### config.mk
export PLATFORM = sky130hd
export DESIGN_NAME = mcu_port_and_memory_map
export DESIGN_NICKNAME = d
export VERILOG_FILES = /design/src/pkg/port_map_pkg.sv /design/src/logic/iram_mem.sv /design/src/logic/mcu_port_and_memory_map.sv
export SDC_FILE = /design/constraint.sdc
export NUM_CORES = 2
export LEC_CHECK = 0
export BUFFER_PORTS_ARGS = -buffer_cell sky130_fd_sc_hd__buf_4
export CAP_MARGIN = 10
export CORE_ASPECT_RATIO = 0.7
export CORE_MARGIN = 2
export CORE_UTILIZATION = 52
export CTS_CLUSTER_DIAMETER = 50
export CTS_CLUSTER_SIZE = 16
export DETAILED_ROUTE_END_ITERATION = 7
export HOLD_SLACK_MARGIN = 0.1
export PLACE_DENSITY = 0.76
export SLEW_MARGIN = 30
export SYNTH_ARGS = -nofsm -noshare
export SYNTH_HDL_FRONTEND = slang
export SYNTH_SLANG_ARGS = --single-unit
### constraint.sdc
create_clock -name clk -period 3.99 [get_ports clk]
set_input_delay 0.5985 -clock clk [delete_from_list [all_inputs] [get_ports clk]]
set_output_delay 0.5985 -clock clk [all_outputs]
set_load 0.02 [all_outputs]
### src/pkg/port_map_pkg.sv
/*
  Shared constants and carrier types for the core port and memory map adapter.
  Assumes one 200 MHz clock domain; the core, its special function register block
  and the extension register set all run on that same clock.
*/
package port_map_pkg;

    // Clock and pin drive timing
    localparam int CLK_PERIOD_PS         = 5000;
    localparam int XTAL_PERIOD_PS_DEF    = 100000;
    localparam int STRONG_HI_XTAL_CYCLES = 2;

    // Port widths and pin counts
    localparam int PORT_W       = 8;
    localparam int KEY_SCAN_W   = 16;
    localparam int P3_PIN_CNT   = 4;
    localparam int NUM_PINS     = KEY_SCAN_W + P3_PIN_CNT;

    // Port 3 bit positions of the serial lines
    localparam int MOUSE_DATA_BIT = 0;
    localparam int MOUSE_CLK_BIT  = 1;
    localparam int KBD_CLK_BIT    = 4;
    localparam int KBD_DATA_BIT   = 5;

    // Reset values
    localparam logic [7:0] LATCH_RESET    = 8'hff;
    localparam logic [7:0] READ_ZERO      = 8'h00;

    // External data window and internal memory map
    localparam logic [15:0] XREG_FIRST_ADDR  = 16'h0000;
    localparam logic [15:0] XREG_LAST_ADDR   = 16'h002f;
    localparam int          XREG_ADDR_W      = 6;
    localparam logic [7:0]  IRAM_DIRECT_LAST = 8'h7f;
    localparam logic [7:0]  SFR_FIRST        = 8'h80;
    localparam int          IRAM_DEPTH       = 256;
    localparam int          IRAM_ADDR_W      = 8;

    // One pseudo open-drain pin: strong drive, level, weak keeper
    typedef struct packed {
        logic o;
        logic oe;
        logic weak_hi;
    } pin_drive_t;

    // External data move request from the core
    typedef struct packed {
        logic        valid;
        logic        write;
        logic [15:0] addr;
        logic [7:0]  wdata;
    } xd_req_t;

    // Access towards the extension register set
    typedef struct packed {
        logic                   re;
        logic                   we;
        logic [XREG_ADDR_W-1:0] addr;
        logic [7:0]             wdata;
    } xreg_req_t;

    // Internal data access from the core
    typedef struct packed {
        logic       valid;
        logic       write;
        logic       indirect;
        logic [7:0] addr;
        logic [7:0] wdata;
    } idata_req_t;

    // Access towards the special function register block
    typedef struct packed {
        logic       re;
        logic       we;
        logic [7:0] addr;
        logic [7:0] wdata;
    } sfr_req_t;

    // Core functions held off in this device
    typedef struct packed {
        logic strobe_pins_off;
        logic serial_port_off;
        logic second_timer_off;
        logic port0_reserved;
    } core_strap_t;

    localparam core_strap_t STRAP_RESET = '{1'b1, 1'b1, 1'b1, 1'b1};

endpackage

### src/logic/iram_mem.sv
/*
  Internal data RAM of the core, single port, registered read data.
  Assumes read and write requests never arrive in the same cycle.
*/
`timescale 1ns/1ps

module iram_mem #(
    parameter int DEPTH  = 256,
    parameter int ADDR_W = 8,
    parameter int WIDTH  = 8
) (
    input  wire logic              clk,
    input  wire logic              rst_n,
    input  wire logic              we,
    input  wire logic              re,
    input  wire logic [ADDR_W-1:0] addr,
    input  wire logic [WIDTH-1:0]  wdata,
    output logic      [WIDTH-1:0]  rdata
);

    logic [WIDTH-1:0] mem_reg [DEPTH];

    // Storage
    always_ff @(posedge clk) begin
        if (we) begin
            mem_reg[addr] <= wdata;
        end
    end

    // Registered read port
    always_ff @(posedge clk or negedge rst_n) begin
        if (!rst_n) begin
            rdata <= '0;
        end else if (re) begin
            rdata <= mem_reg[addr];
        end
    end

endmodule

### src/logic/mcu_port_and_memory_map.sv
/*
  Glue between the embedded core and the keyboard/mouse pins: port mapping,
  pseudo open-drain pin drive, external data window and internal data map.
  Assumes the core, its special function registers and the extension
  registers share clk; only the reset pin and the serial lines are asynchronous.
*/
`timescale 1ns/1ps

// What this block does
// [RL1] Reset pin active high holds core reset
// [RL2] Key scan 0-7 from port 1 latch
// [RL3] Key scan 8-15 from port 2 latch
// [RL4] Mouse data P3.0, clock P3.1, bidirectional
// [RL5] Keyboard clock P3.4, data P3.5
// [RL6] Low sinks; rise drives strong two crystal cycles
// [RL7] Bus strobe pin functions disabled
// [RL8] External data goes to extension registers only
// [RL9] Extension registers at 00h to 2Fh
// [RL10] Port 0, P3.2/3/6/7 not general I/O
// [RL11] External interrupts from internal sources only
// [RL12] Serial port and second timer omitted
// [RL13] 256 bytes of internal data RAM
// [RL14] RAM 00h-7Fh direct and indirect
// [RL15] RAM 80h-FFh indirect only
// [RL16] Direct 80h-FFh selects special function registers
// [RL17] Port 1/2 reads return output latch
// [RL18] External data above 2Fh reads zero
module mcu_port_and_memory_map
    import port_map_pkg::*;
#(
    parameter int XTAL_PERIOD_PS = XTAL_PERIOD_PS_DEF
) (
    input  wire logic                     clk,
    input  wire logic                     rst_n,
    input  wire logic                     reset_pin,
    output logic                          core_reset,
    output core_strap_t                   core_strap,
    input  wire logic [PORT_W-1:0]        p1_latch,
    input  wire logic [PORT_W-1:0]        p2_latch,
    input  wire logic [PORT_W-1:0]        p3_latch,
    output logic      [PORT_W-1:0]        p1_read,
    output logic      [PORT_W-1:0]        p2_read,
    output logic      [PORT_W-1:0]        p3_read,
    output pin_drive_t [KEY_SCAN_W-1:0]   key_scan_out,
    input  wire logic                     mouse_line_data_in,
    output pin_drive_t                    mouse_line_data,
    input  wire logic                     mouse_line_clock_in,
    output pin_drive_t                    mouse_line_clock,
    input  wire logic                     kbd_line_clock_in,
    output pin_drive_t                    kbd_line_clock,
    input  wire logic                     kbd_line_data_in,
    output pin_drive_t                    kbd_line_data,
    input  wire logic [1:0]               special_irq_src,
    output logic                          ext_irq_a,
    output logic                          ext_irq_b,
    input  wire xd_req_t                  xd_req,
    output logic                          xd_rvalid,
    output logic      [7:0]               xd_rdata,
    output xreg_req_t                     extension_regs,
    input  wire logic [7:0]               xreg_rdata,
    input  wire idata_req_t               idata_req,
    output logic                          idata_rvalid,
    output logic      [7:0]               idata_rdata,
    output sfr_req_t                      special_func_regs,
    input  wire logic [7:0]               sfr_rdata
);

    localparam int STRONG_HI_PS  = STRONG_HI_XTAL_CYCLES * XTAL_PERIOD_PS;
    localparam int STRONG_HI_CNT = (STRONG_HI_PS + CLK_PERIOD_PS - 1) / CLK_PERIOD_PS;
    localparam int BOOST_W       = $clog2(STRONG_HI_CNT + 1);
    localparam logic [BOOST_W-1:0] BOOST_LOAD = BOOST_W'(STRONG_HI_CNT);

    // Reset pin and serial line synchronisers
    logic [1:0]            rst_pin_sync_reg;
    logic                  core_reset_reg;
    logic [P3_PIN_CNT-1:0] line_meta_reg;
    logic [P3_PIN_CNT-1:0] line_sync_reg;
    core_strap_t           strap_reg;

    wire [P3_PIN_CNT-1:0] line_in = {kbd_line_data_in, kbd_line_clock_in,
                                     mouse_line_clock_in, mouse_line_data_in};

    always_ff @(posedge clk or negedge rst_n) begin
        if (!rst_n) begin
            rst_pin_sync_reg <= 2'h3;
            core_reset_reg   <= 1'b1;
            line_meta_reg    <= '1;
            line_sync_reg    <= '1;
            strap_reg        <= STRAP_RESET;
        end else begin
            rst_pin_sync_reg <= {rst_pin_sync_reg[0], reset_pin};
            core_reset_reg   <= rst_pin_sync_reg[1]; // [RL1]
            line_meta_reg    <= line_in;
            line_sync_reg    <= line_meta_reg;
            // Straps are constant: those core functions stay off
            strap_reg        <= STRAP_RESET; // [RL7] [RL10] [RL12]
        end
    end

    assign core_reset = core_reset_reg;
    assign core_strap = strap_reg;

    // Latches seen by the pins; released high while the core is in reset
    wire [PORT_W-1:0] p1_eff = core_reset_reg ? LATCH_RESET : p1_latch;
    wire [PORT_W-1:0] p2_eff = core_reset_reg ? LATCH_RESET : p2_latch;
    wire [PORT_W-1:0] p3_eff = core_reset_reg ? LATCH_RESET : p3_latch;

    // Only these port 3 bits reach pins; port 0 reaches none
    wire [P3_PIN_CNT-1:0] p3_pin_level = {p3_eff[KBD_DATA_BIT], p3_eff[KBD_CLK_BIT],
                                          p3_eff[MOUSE_CLK_BIT],
                                          p3_eff[MOUSE_DATA_BIT]}; // [RL4] [RL5] [RL10]
    wire [NUM_PINS-1:0]   drive_level  = {p3_pin_level, p2_eff, p1_eff}; // [RL2] [RL3]

    // Port read back
    logic [PORT_W-1:0] p1_read_reg;
    logic [PORT_W-1:0] p2_read_reg;
    logic [PORT_W-1:0] p3_read_reg;

    // Serial bits read the pins, reserved bits the latch
    wire [PORT_W-1:0] p3_read_next;
    assign p3_read_next[MOUSE_DATA_BIT] = line_sync_reg[0]; // [RL4]
    assign p3_read_next[MOUSE_CLK_BIT]  = line_sync_reg[1]; // [RL4]
    assign p3_read_next[2]              = p3_latch[2]; // [RL10]
    assign p3_read_next[3]              = p3_latch[3]; // [RL10]
    assign p3_read_next[KBD_CLK_BIT]    = line_sync_reg[2]; // [RL5]
    assign p3_read_next[KBD_DATA_BIT]   = line_sync_reg[3]; // [RL5]
    assign p3_read_next[6]              = p3_latch[6]; // [RL10]
    assign p3_read_next[7]              = p3_latch[7]; // [RL10]

    always_ff @(posedge clk or negedge rst_n) begin
        if (!rst_n) begin
            p1_read_reg <= LATCH_RESET;
            p2_read_reg <= LATCH_RESET;
            p3_read_reg <= LATCH_RESET;
        end else begin
            p1_read_reg <= p1_latch; // [RL17]
            p2_read_reg <= p2_latch; // [RL17]
            p3_read_reg <= p3_read_next;
        end
    end

    assign p1_read = p1_read_reg;
    assign p2_read = p2_read_reg;
    assign p3_read = p3_read_reg;

    // Pseudo open-drain drivers, one per pin
    pin_drive_t [NUM_PINS-1:0] drive_all;

    for (genvar i = 0; i < NUM_PINS; i++) begin : g_pin
        logic               level_reg;
        logic [BOOST_W-1:0] boost_reg;
        pin_drive_t         drive_reg;

        wire                want_hi    = drive_level[i];
        wire                rising     = want_hi & ~level_reg;
        wire                boost_busy = boost_reg != '0;
        // Strong high countdown; a new rise reloads it
        wire [BOOST_W-1:0]  boost_dec  = boost_reg - 1'b1;
        wire [BOOST_W-1:0]  boost_next = !want_hi   ? '0 :
                                         rising     ? BOOST_LOAD :
                                         boost_busy ? boost_dec : '0; // [RL6]

        always_ff @(posedge clk or negedge rst_n) begin
            if (!rst_n) begin
                level_reg <= 1'b1;
                boost_reg <= '0;
                drive_reg.o       <= 1'b1;
                drive_reg.oe      <= 1'b0;
                drive_reg.weak_hi <= 1'b1;
            end else begin
                level_reg         <= want_hi;
                boost_reg         <= boost_next;
                drive_reg.o       <= want_hi;
                drive_reg.oe      <= ~want_hi | (boost_next != '0); // [RL6]
                drive_reg.weak_hi <= want_hi; // [RL6]
            end
        end

        assign drive_all[i] = drive_reg;
    end

    assign key_scan_out     = drive_all[KEY_SCAN_W-1:0]; // [RL2] [RL3]
    assign mouse_line_data  = drive_all[KEY_SCAN_W];
    assign mouse_line_clock = drive_all[KEY_SCAN_W+1];
    assign kbd_line_clock   = drive_all[KEY_SCAN_W+2];
    assign kbd_line_data    = drive_all[KEY_SCAN_W+3];

    // Interrupt inputs of the core
    logic irq_a_reg;
    logic irq_b_reg;

    always_ff @(posedge clk or negedge rst_n) begin
        if (!rst_n) begin
            irq_a_reg <= 1'b1;
            irq_b_reg <= 1'b1;
        end else begin
            irq_a_reg <= special_irq_src[0]; // [RL11]
            irq_b_reg <= special_irq_src[1]; // [RL11]
        end
    end

    assign ext_irq_a = irq_a_reg;
    assign ext_irq_b = irq_b_reg;

    // External data moves
    xreg_req_t xreg_reg;
    logic      xd_pend_reg;
    logic      xd_hit_reg;
    logic      xd_rvalid_reg;
    logic [7:0] xd_rdata_reg;

    // Full 16-bit compare, so no alias above the window
    wire xd_in_window = (xd_req.addr >= XREG_FIRST_ADDR) &
                        (xd_req.addr <= XREG_LAST_ADDR); // [RL9]

    wire xd_rd        = xd_req.valid & ~xd_req.write;
    wire xd_wr        = xd_req.valid & xd_req.write;

    always_ff @(posedge clk or negedge rst_n) begin
        if (!rst_n) begin
            xreg_reg      <= '0;
            xd_pend_reg   <= 1'b0;
            xd_hit_reg    <= 1'b0;
            xd_rvalid_reg <= 1'b0;
            xd_rdata_reg  <= READ_ZERO;
        end else begin
            xreg_reg.re    <= xd_rd & xd_in_window; // [RL8]
            xreg_reg.we    <= xd_wr & xd_in_window; // [RL8] [RL18]
            xreg_reg.addr  <= xd_req.addr[XREG_ADDR_W-1:0];
            xreg_reg.wdata <= xd_req.wdata;
            xd_pend_reg    <= xd_rd;
            xd_hit_reg     <= xd_in_window;
            xd_rvalid_reg  <= xd_pend_reg;
            // Read data hold until the next read
            if (xd_pend_reg) begin
                xd_rdata_reg <= xd_hit_reg ? xreg_rdata : READ_ZERO; // [RL18]
            end
        end
    end

    assign extension_regs = xreg_reg;
    assign xd_rvalid      = xd_rvalid_reg;
    assign xd_rdata       = xd_rdata_reg;

    // Internal data: RAM or special function registers
    sfr_req_t   sfr_reg;
    logic       id_pend_reg;
    logic       id_ram_reg;
    logic       id_rvalid_reg;
    logic [7:0] id_rdata_reg;
    logic [7:0] ram_rdata;

    // Indirect reaches all RAM; direct upper half the registers
    wire id_ram_sel = idata_req.indirect |
                      (idata_req.addr <= IRAM_DIRECT_LAST); // [RL14] [RL15]
    wire id_sfr_sel = ~idata_req.indirect &
                      (idata_req.addr >= SFR_FIRST); // [RL16]

    wire id_rd      = idata_req.valid & ~idata_req.write;
    wire id_wr      = idata_req.valid & idata_req.write;

    iram_mem #(
        .DEPTH  (IRAM_DEPTH),
        .ADDR_W (IRAM_ADDR_W),
        .WIDTH  (8)
    ) u_iram (
        .clk    (clk),
        .rst_n  (rst_n),
        .we     (id_wr & id_ram_sel),
        .re     (id_rd & id_ram_sel),
        .addr   (idata_req.addr),
        .wdata  (idata_req.wdata),
        .rdata  (ram_rdata)
    ); // [RL13]

    always_ff @(posedge clk or negedge rst_n) begin
        if (!rst_n) begin
            sfr_reg       <= '0;
            id_pend_reg   <= 1'b0;
            id_ram_reg    <= 1'b0;
            id_rvalid_reg <= 1'b0;
            id_rdata_reg  <= READ_ZERO;
        end else begin
            sfr_reg.re    <= id_rd & id_sfr_sel; // [RL16]
            sfr_reg.we    <= id_wr & id_sfr_sel; // [RL16]
            sfr_reg.addr  <= idata_req.addr;
            sfr_reg.wdata <= idata_req.wdata;
            id_pend_reg   <= id_rd;
            id_ram_reg    <= id_ram_sel;
            id_rvalid_reg <= id_pend_reg;
            // Read data hold until the next read
            if (id_pend_reg) begin
                id_rdata_reg <= id_ram_reg ? ram_rdata : sfr_rdata; // [RL15]
            end
        end
    end

    assign special_func_regs = sfr_reg;
    assign idata_rvalid      = id_rvalid_reg;
    assign idata_rdata       = id_rdata_reg;

endmodule

# [Yosys cells after proc, flatten, opt, wreduce, memory -nomap -nowiden]
# Memories as Yosys holds them, arrays and structs flattened. A register that Yosys moved wholly into a read port is not among the register bits.
# Index checks and enable logic that the tools add are counted.
[totals] regBits=253 mem_bits_rw=2048 input_bits=94 out_inout_bits=143 wordCells=314 n_memories=1
[op_classes] addsub=20 magnitude_cmp=4 muxes=67 bitwise_logic=96 reduce_logical=41
[mem_list] memory="u_iram.mem_reg" depth=256 word_bits=8 read_ports=1 rd_clocked_by_memory_dff=1 write_ports=1 line_no="iram_mem.sv:21" source="logic [WIDTH-1:0] mem_reg [DEPTH];"
[op_table] op="$mux 6" n=61
[op_table] op="$reduce_bool 6->1" n=40
[op_table] op="$sub 6x1->6 const B" n=20
[op_table] op="$not 1->1" n=43
[op_table] op="$and 1x1->1" n=32
[op_table] op="$mux 8" n=4
[op_table] op="$or 1x1->1" n=21
[op_table] op="$ge 16x1->1 const B" n=1
[op_table] op="$le 16x6->1 const B" n=1
[op_table] op="$ge 8x8->1 const B" n=1
[op_table] op="$le 8x7->1 const B" n=1
[op_table] op="$mux 1" n=2
[op_table] op="$logic_not 1->1" n=1

# [Longest topological paths before layout]
[logic_depth] ltp_word=6 mapped_depth=13 ltp_nobuf=8

# [Hierarchy]
# From an unflattened synthesis, not the netlist that was laid out.
[unflattened] cells_unflattened=4551 hier_area_um2=90062.6
[modules_own_cells] module="iram_mem" instances=1 cells_per_inst=3591 area_per_inst_um2=79532.5 seq_area_each_um2=61699.2
[modules_own_cells] module="mcu_port_and_memory_map" instances=1 cells_per_inst=960 area_per_inst_um2=10530.1 seq_area_each_um2=6402.4

# [Worst setup path after synthesis]
# No wires, ideal clock.
[synth_path] path_kind="input to register" from="input idata_req[9] (netlist bit)" to="memory u_iram.mem_reg[102][0] (enable)" setup_time_ps=370 arrival_time_ps=2856 t_required_ps=3620 slack_ps=763 path_stages=10 path_buffers=7 path_cell_list="buf_4 -> buf_4 -> buf_4 -> buf_2 -> buf_2 -> buf_2 -> nor2b_1 -> nand2_1 -> clkbuf_1 -> nor2_1"
[synth_between] elab_chain_len=5
[synth_lines] element="start: declaration" line_no="mcu_port_and_memory_map.sv:61" source="input wire idata_req_t idata_req,"
[synth_lines] element="$le 8x7->1" line_no="mcu_port_and_memory_map.sv:255" source="(idata_req.addr <= IRAM_DIRECT_LAST);"
[synth_lines] element="$or 1x1->1" line_no="mcu_port_and_memory_map.sv:254" source="wire id_ram_sel = idata_req.indirect |"
[synth_lines] element="$and 1x1->1" line_no="mcu_port_and_memory_map.sv:269" source=".we (id_wr & id_ram_sel),"
[synth_lines] element="$mux 1" line_no="iram_mem.sv:25" source="if (we) begin"
[synth_lines] element="$mux 1 (implied by the code)" line_no="iram_mem.sv:26" source="mem_reg[addr] <= wdata;"
[synth_lines] element="end: declaration" line_no="iram_mem.sv:21"
# Parallel ways exist; a longest one is shown, timed or not.

# [Worst setup path after layout]
[layout_path] from="input idata_req[8] (netlist bit)" to="register u_iram.rdata[4], read port of u_iram.mem_reg"
[layout_between] elab_chain_len=3
[layout_lines] element="$le 8x7->1" line_no="mcu_port_and_memory_map.sv:255"
[layout_lines] element="$or 1x1->1" line_no="mcu_port_and_memory_map.sv:254"
[layout_lines] element="$and 1x1->1" line_no="mcu_port_and_memory_map.sv:270" source=".re (id_rd & id_ram_sel),"
[layout_lines] element="end: declaration" line_no="iram_mem.sv:18" source="output logic [WIDTH-1:0] rdata"
# Parallel ways exist; a longest one is shown, timed or not.
# A chain may end at the register's enable or synchronous reset.

==> reports/metrics.yaml <==
criticalPathCategory: "primary input to flop"
drt_pass1_iterations: 8
power-per-cell-area_mw_per_mm2: 480
finalMaxSlewViolations: 0
clockBufferDepth: 3
htree_levels: 4
relSlewSlack_pct: 30.6
maxCapViolations: 0
timing.rr.start: "u_iram.mem_reg[91][1]"
synthArstFlopShare_pct: 11.3
finalSetupViolations: 0
initial_utilization_pct: 52.5
cp_num_buf_inv: 6
synthCells: 4683
die_h_um: 352
path_cells: "dlygate4sd3_1 > buf_8 > buf_12 > buf_4 > nand2_1 > buf_4 > o21ai_0 > a21oi_1 > o21ai_0 > o21ai_0 > nor4_2 > buf_4 > o311ai_1 > o32a_1"
fmax_ghz: 0.264
numPortBuffers: 232
drt_wl_total_mm: 243
hold_path_end: "special_func_regs[11]"
ys_types: 64
grt_overflow: 0
numCtsBuffers: 173
synth_edf_count: 2048
path_max_fanout: 16
cts-root-buf: "clkbuf_16"
worstHoldPathCells: 1
hp-class: "primary input to flop"
r2r-end: "u_iram.rdata[1]"
finalCritPeriodShare_pct: 94.9
synth.top_cell.area_share_pct: 68.3
p_total_uw: 49700
post-dp-hpwl_mm: 155
ioPinCount: 237
grt_max_degree: 138
clkSlewWorstSetupHoldPaths_ns: 0.07
place_congestion: 0.969
leakage_uw: 0.0349
startpoint_type: "primary input"
largest_reg_flops: 2048
worstPathRequired_ns: 4.70
r2r_setup_slack_ns: 0.98
clkLatencyLatePin_ns: 0.83
synth_area_leaders: "edfxtp_1, mux4_2, dfrtp_1"
grt_pass1_vias: 49400
rsz0062_at_grt: "false"
worstRegToRegCells: 7
cts_tree: "done"
die_area_mm2: 0.177
fin_tns_setup_ns: 0
grt_pass1_wl_mm: 350
critPathTopFamily: "buffers and inverters"
status: "completed"
yosys_warnings: 0
vias_per_cell: 6.51
clock_skew_ns: 0.0341
antenna_left: 0
grt_usage_pct: 27.4
worst_pin_slew_ns: 1.04
cts.sinks: 2309
nets: 5527
yosysSeqAreaShare_pct: 75.6
core_area_mm2: 0.172
design_area_mm2: 0.103
synth_area_mm2: 0.0901
routedWlPerCell_um: 31.4
drtIter0Drc: 8417
antenna_found_initial: 14
areaGrowthSynthToFinish_pct: 14.8
min-delay-start: "idata_req[11]"
fin_crit_ns: 3.79
hold_viol_final: 0
synth_area_leader_cell: "edfxtp_1"
max_stage_delay_ns: 0.76
dpl-instance-area_mm2: 0.0976
irDropWorstVdd_v: 0.000451
synth_ff_type: "edfxtp_1"
die_w_um: 501
cts_resized: 0
drive_above_1_share_pct: 28.0
cp_slowest_cell: "nor4_2"
vias: 50448
drc: 0
synth_seq_cells: 2309
rows: 127
crit_path_end_kind: "flop"
fillers: 11827
syn_area_per_cell_um2: 19.2
arrival_ns: 4.50
-- synth_stat cells, drive strengths merged (38+ instances only) --
cell and instances:
a21oi 43, buf 181, clkbuf 96, dfrtp 204, dfstp 57, edfxtp 2048, ha 40, inv 78
mux2i 147, mux4 499, nand2 217, nand3 83, nor2 460, nor3 59, o21ai 47, o22ai 64
xnor2 38, xor2 40
-- layout make-up --
| cell class | instances | area, µm² | area share (%) |
|---|---|---|---|
| Antenna cell | 11 | 27.5 | 0.0266 |
| Clock buffer | 219 | 4520 | 4.37 |
| Clock inverter | 44 | 495 | 0.479 |
| Inverter | 79 | 302 | 0.292 |
| Multi-Input combinational cell | 2021 | 20200 | 19.5 |
| Sequential cell | 2309 | 68100 | 65.9 |
| Tap cell | 2257 | 2820 | 2.73 |
| Timing Repair Buffer | 809 | 6920 | 6.70 |
-- worst max path at each step --
stage	end	from	slack, ns	depth (start not counted)
after floorplan	u_iram.mem_reg[102][0]	idata_req[9]	0.76	10
after global placement	u_iram.rdata[4]	idata_req[9]	-0.08	11
after detailed placement	u_iram.rdata[6]	idata_req[8]	0.05	9
after CTS	u_iram.rdata[6]	idata_req[8]	0.31	10
after global routing	u_iram.rdata[6]	idata_req[8]	0.08	10
final	u_iram.rdata[4]	idata_req[8]	0.20	14
-- worst reg2reg max path, cell delays in order (launching register included) --
cell,delay [ns]
edfxtp_1,0.37
mux4_2,0.49
mux4_2,0.50
and3_1,0.21
nor4_2,0.82
buf_4,0.25
o311a_1,0.20
o21ai_1,0.07
-- layout by cell type, fill, tap and decap left out, types with 8 or more instances in the layout --
master	n
a32oi_1	24
nor4_1	24
mux2_2	11
dfstp_2	57
nor2b_1	17
mux2i_1	147
a221oi_1	10
clkbuf_16	173
edfxtp_1	2048
nor2_1	458
clkbuf_8	10
a31oi_1	16
nand2_1	217
diode_2	11
xnor2_1	38
clkinv_8	9
buf_4	676
nand3_1	83
nor3_1	59
o21ai_0	46
inv_1	75
a21oi_1	43
a22oi_1	32
xor2_1	40
a211oi_1	14
o22ai_1	64
buf_12	45
clkbuf_1	44
dlygate4sd3_1	75
or3_1	18
inv_6	15
nand4_1	16
and3_1	8
mux4_2	499
ha_1	40
dfrtp_1	204
nand2b_1	8
-- layer usage --
layer  routed length [µm]  up-vias  global-route usage [%]
li1                     -    20022                       -
met1                91300    25938                    39.4
met2               106000     3874                    38.8
met3                37000      606                    10.3
met4                 9340        8                    9.38
met5                  129        -                   0.379
-- kinds of logic after synthesis --
logic type      synth area share [%]
compound gates                  2.41
xor+xnor                       0.758
flops                           75.6
buf+inv                         2.06
fa+ha+maj                      0.556
other cells                  0.00416
mux                             14.2
simple gates                    4.36
-- metrics by stage --
step | std cells | hold slack [ns] | worst slack [ns] | utilization (%)
after global placement | 7399 | 0.346 | -0.0762 | 56.8
after global routing | 7741 | 0.123 | 0.0819 | 60.2
after floorplan | 4686 | 0.303 | 0.763 | -
after CTS | 7737 | 0.106 | 0.315 | 60.2
final | 7749 | 0.125 | 0.202 | 60.2
after detailed placement | 7399 | 0.347 | 0.0514 | 56.8
-- power by group --
part	internal [µW]	total, µW	switching (µW)
Combinational	2230	5560	3330
Sequential	27000	27600	572
Clock	8250	16500	8250
-- repair_timing --
item / CTS / global route
endpoints found under the hold margin: 138 / 0
buffers inserted: 0 / 0
hold buffers: 75 / 0
Power figures use the tool's default switching activity.
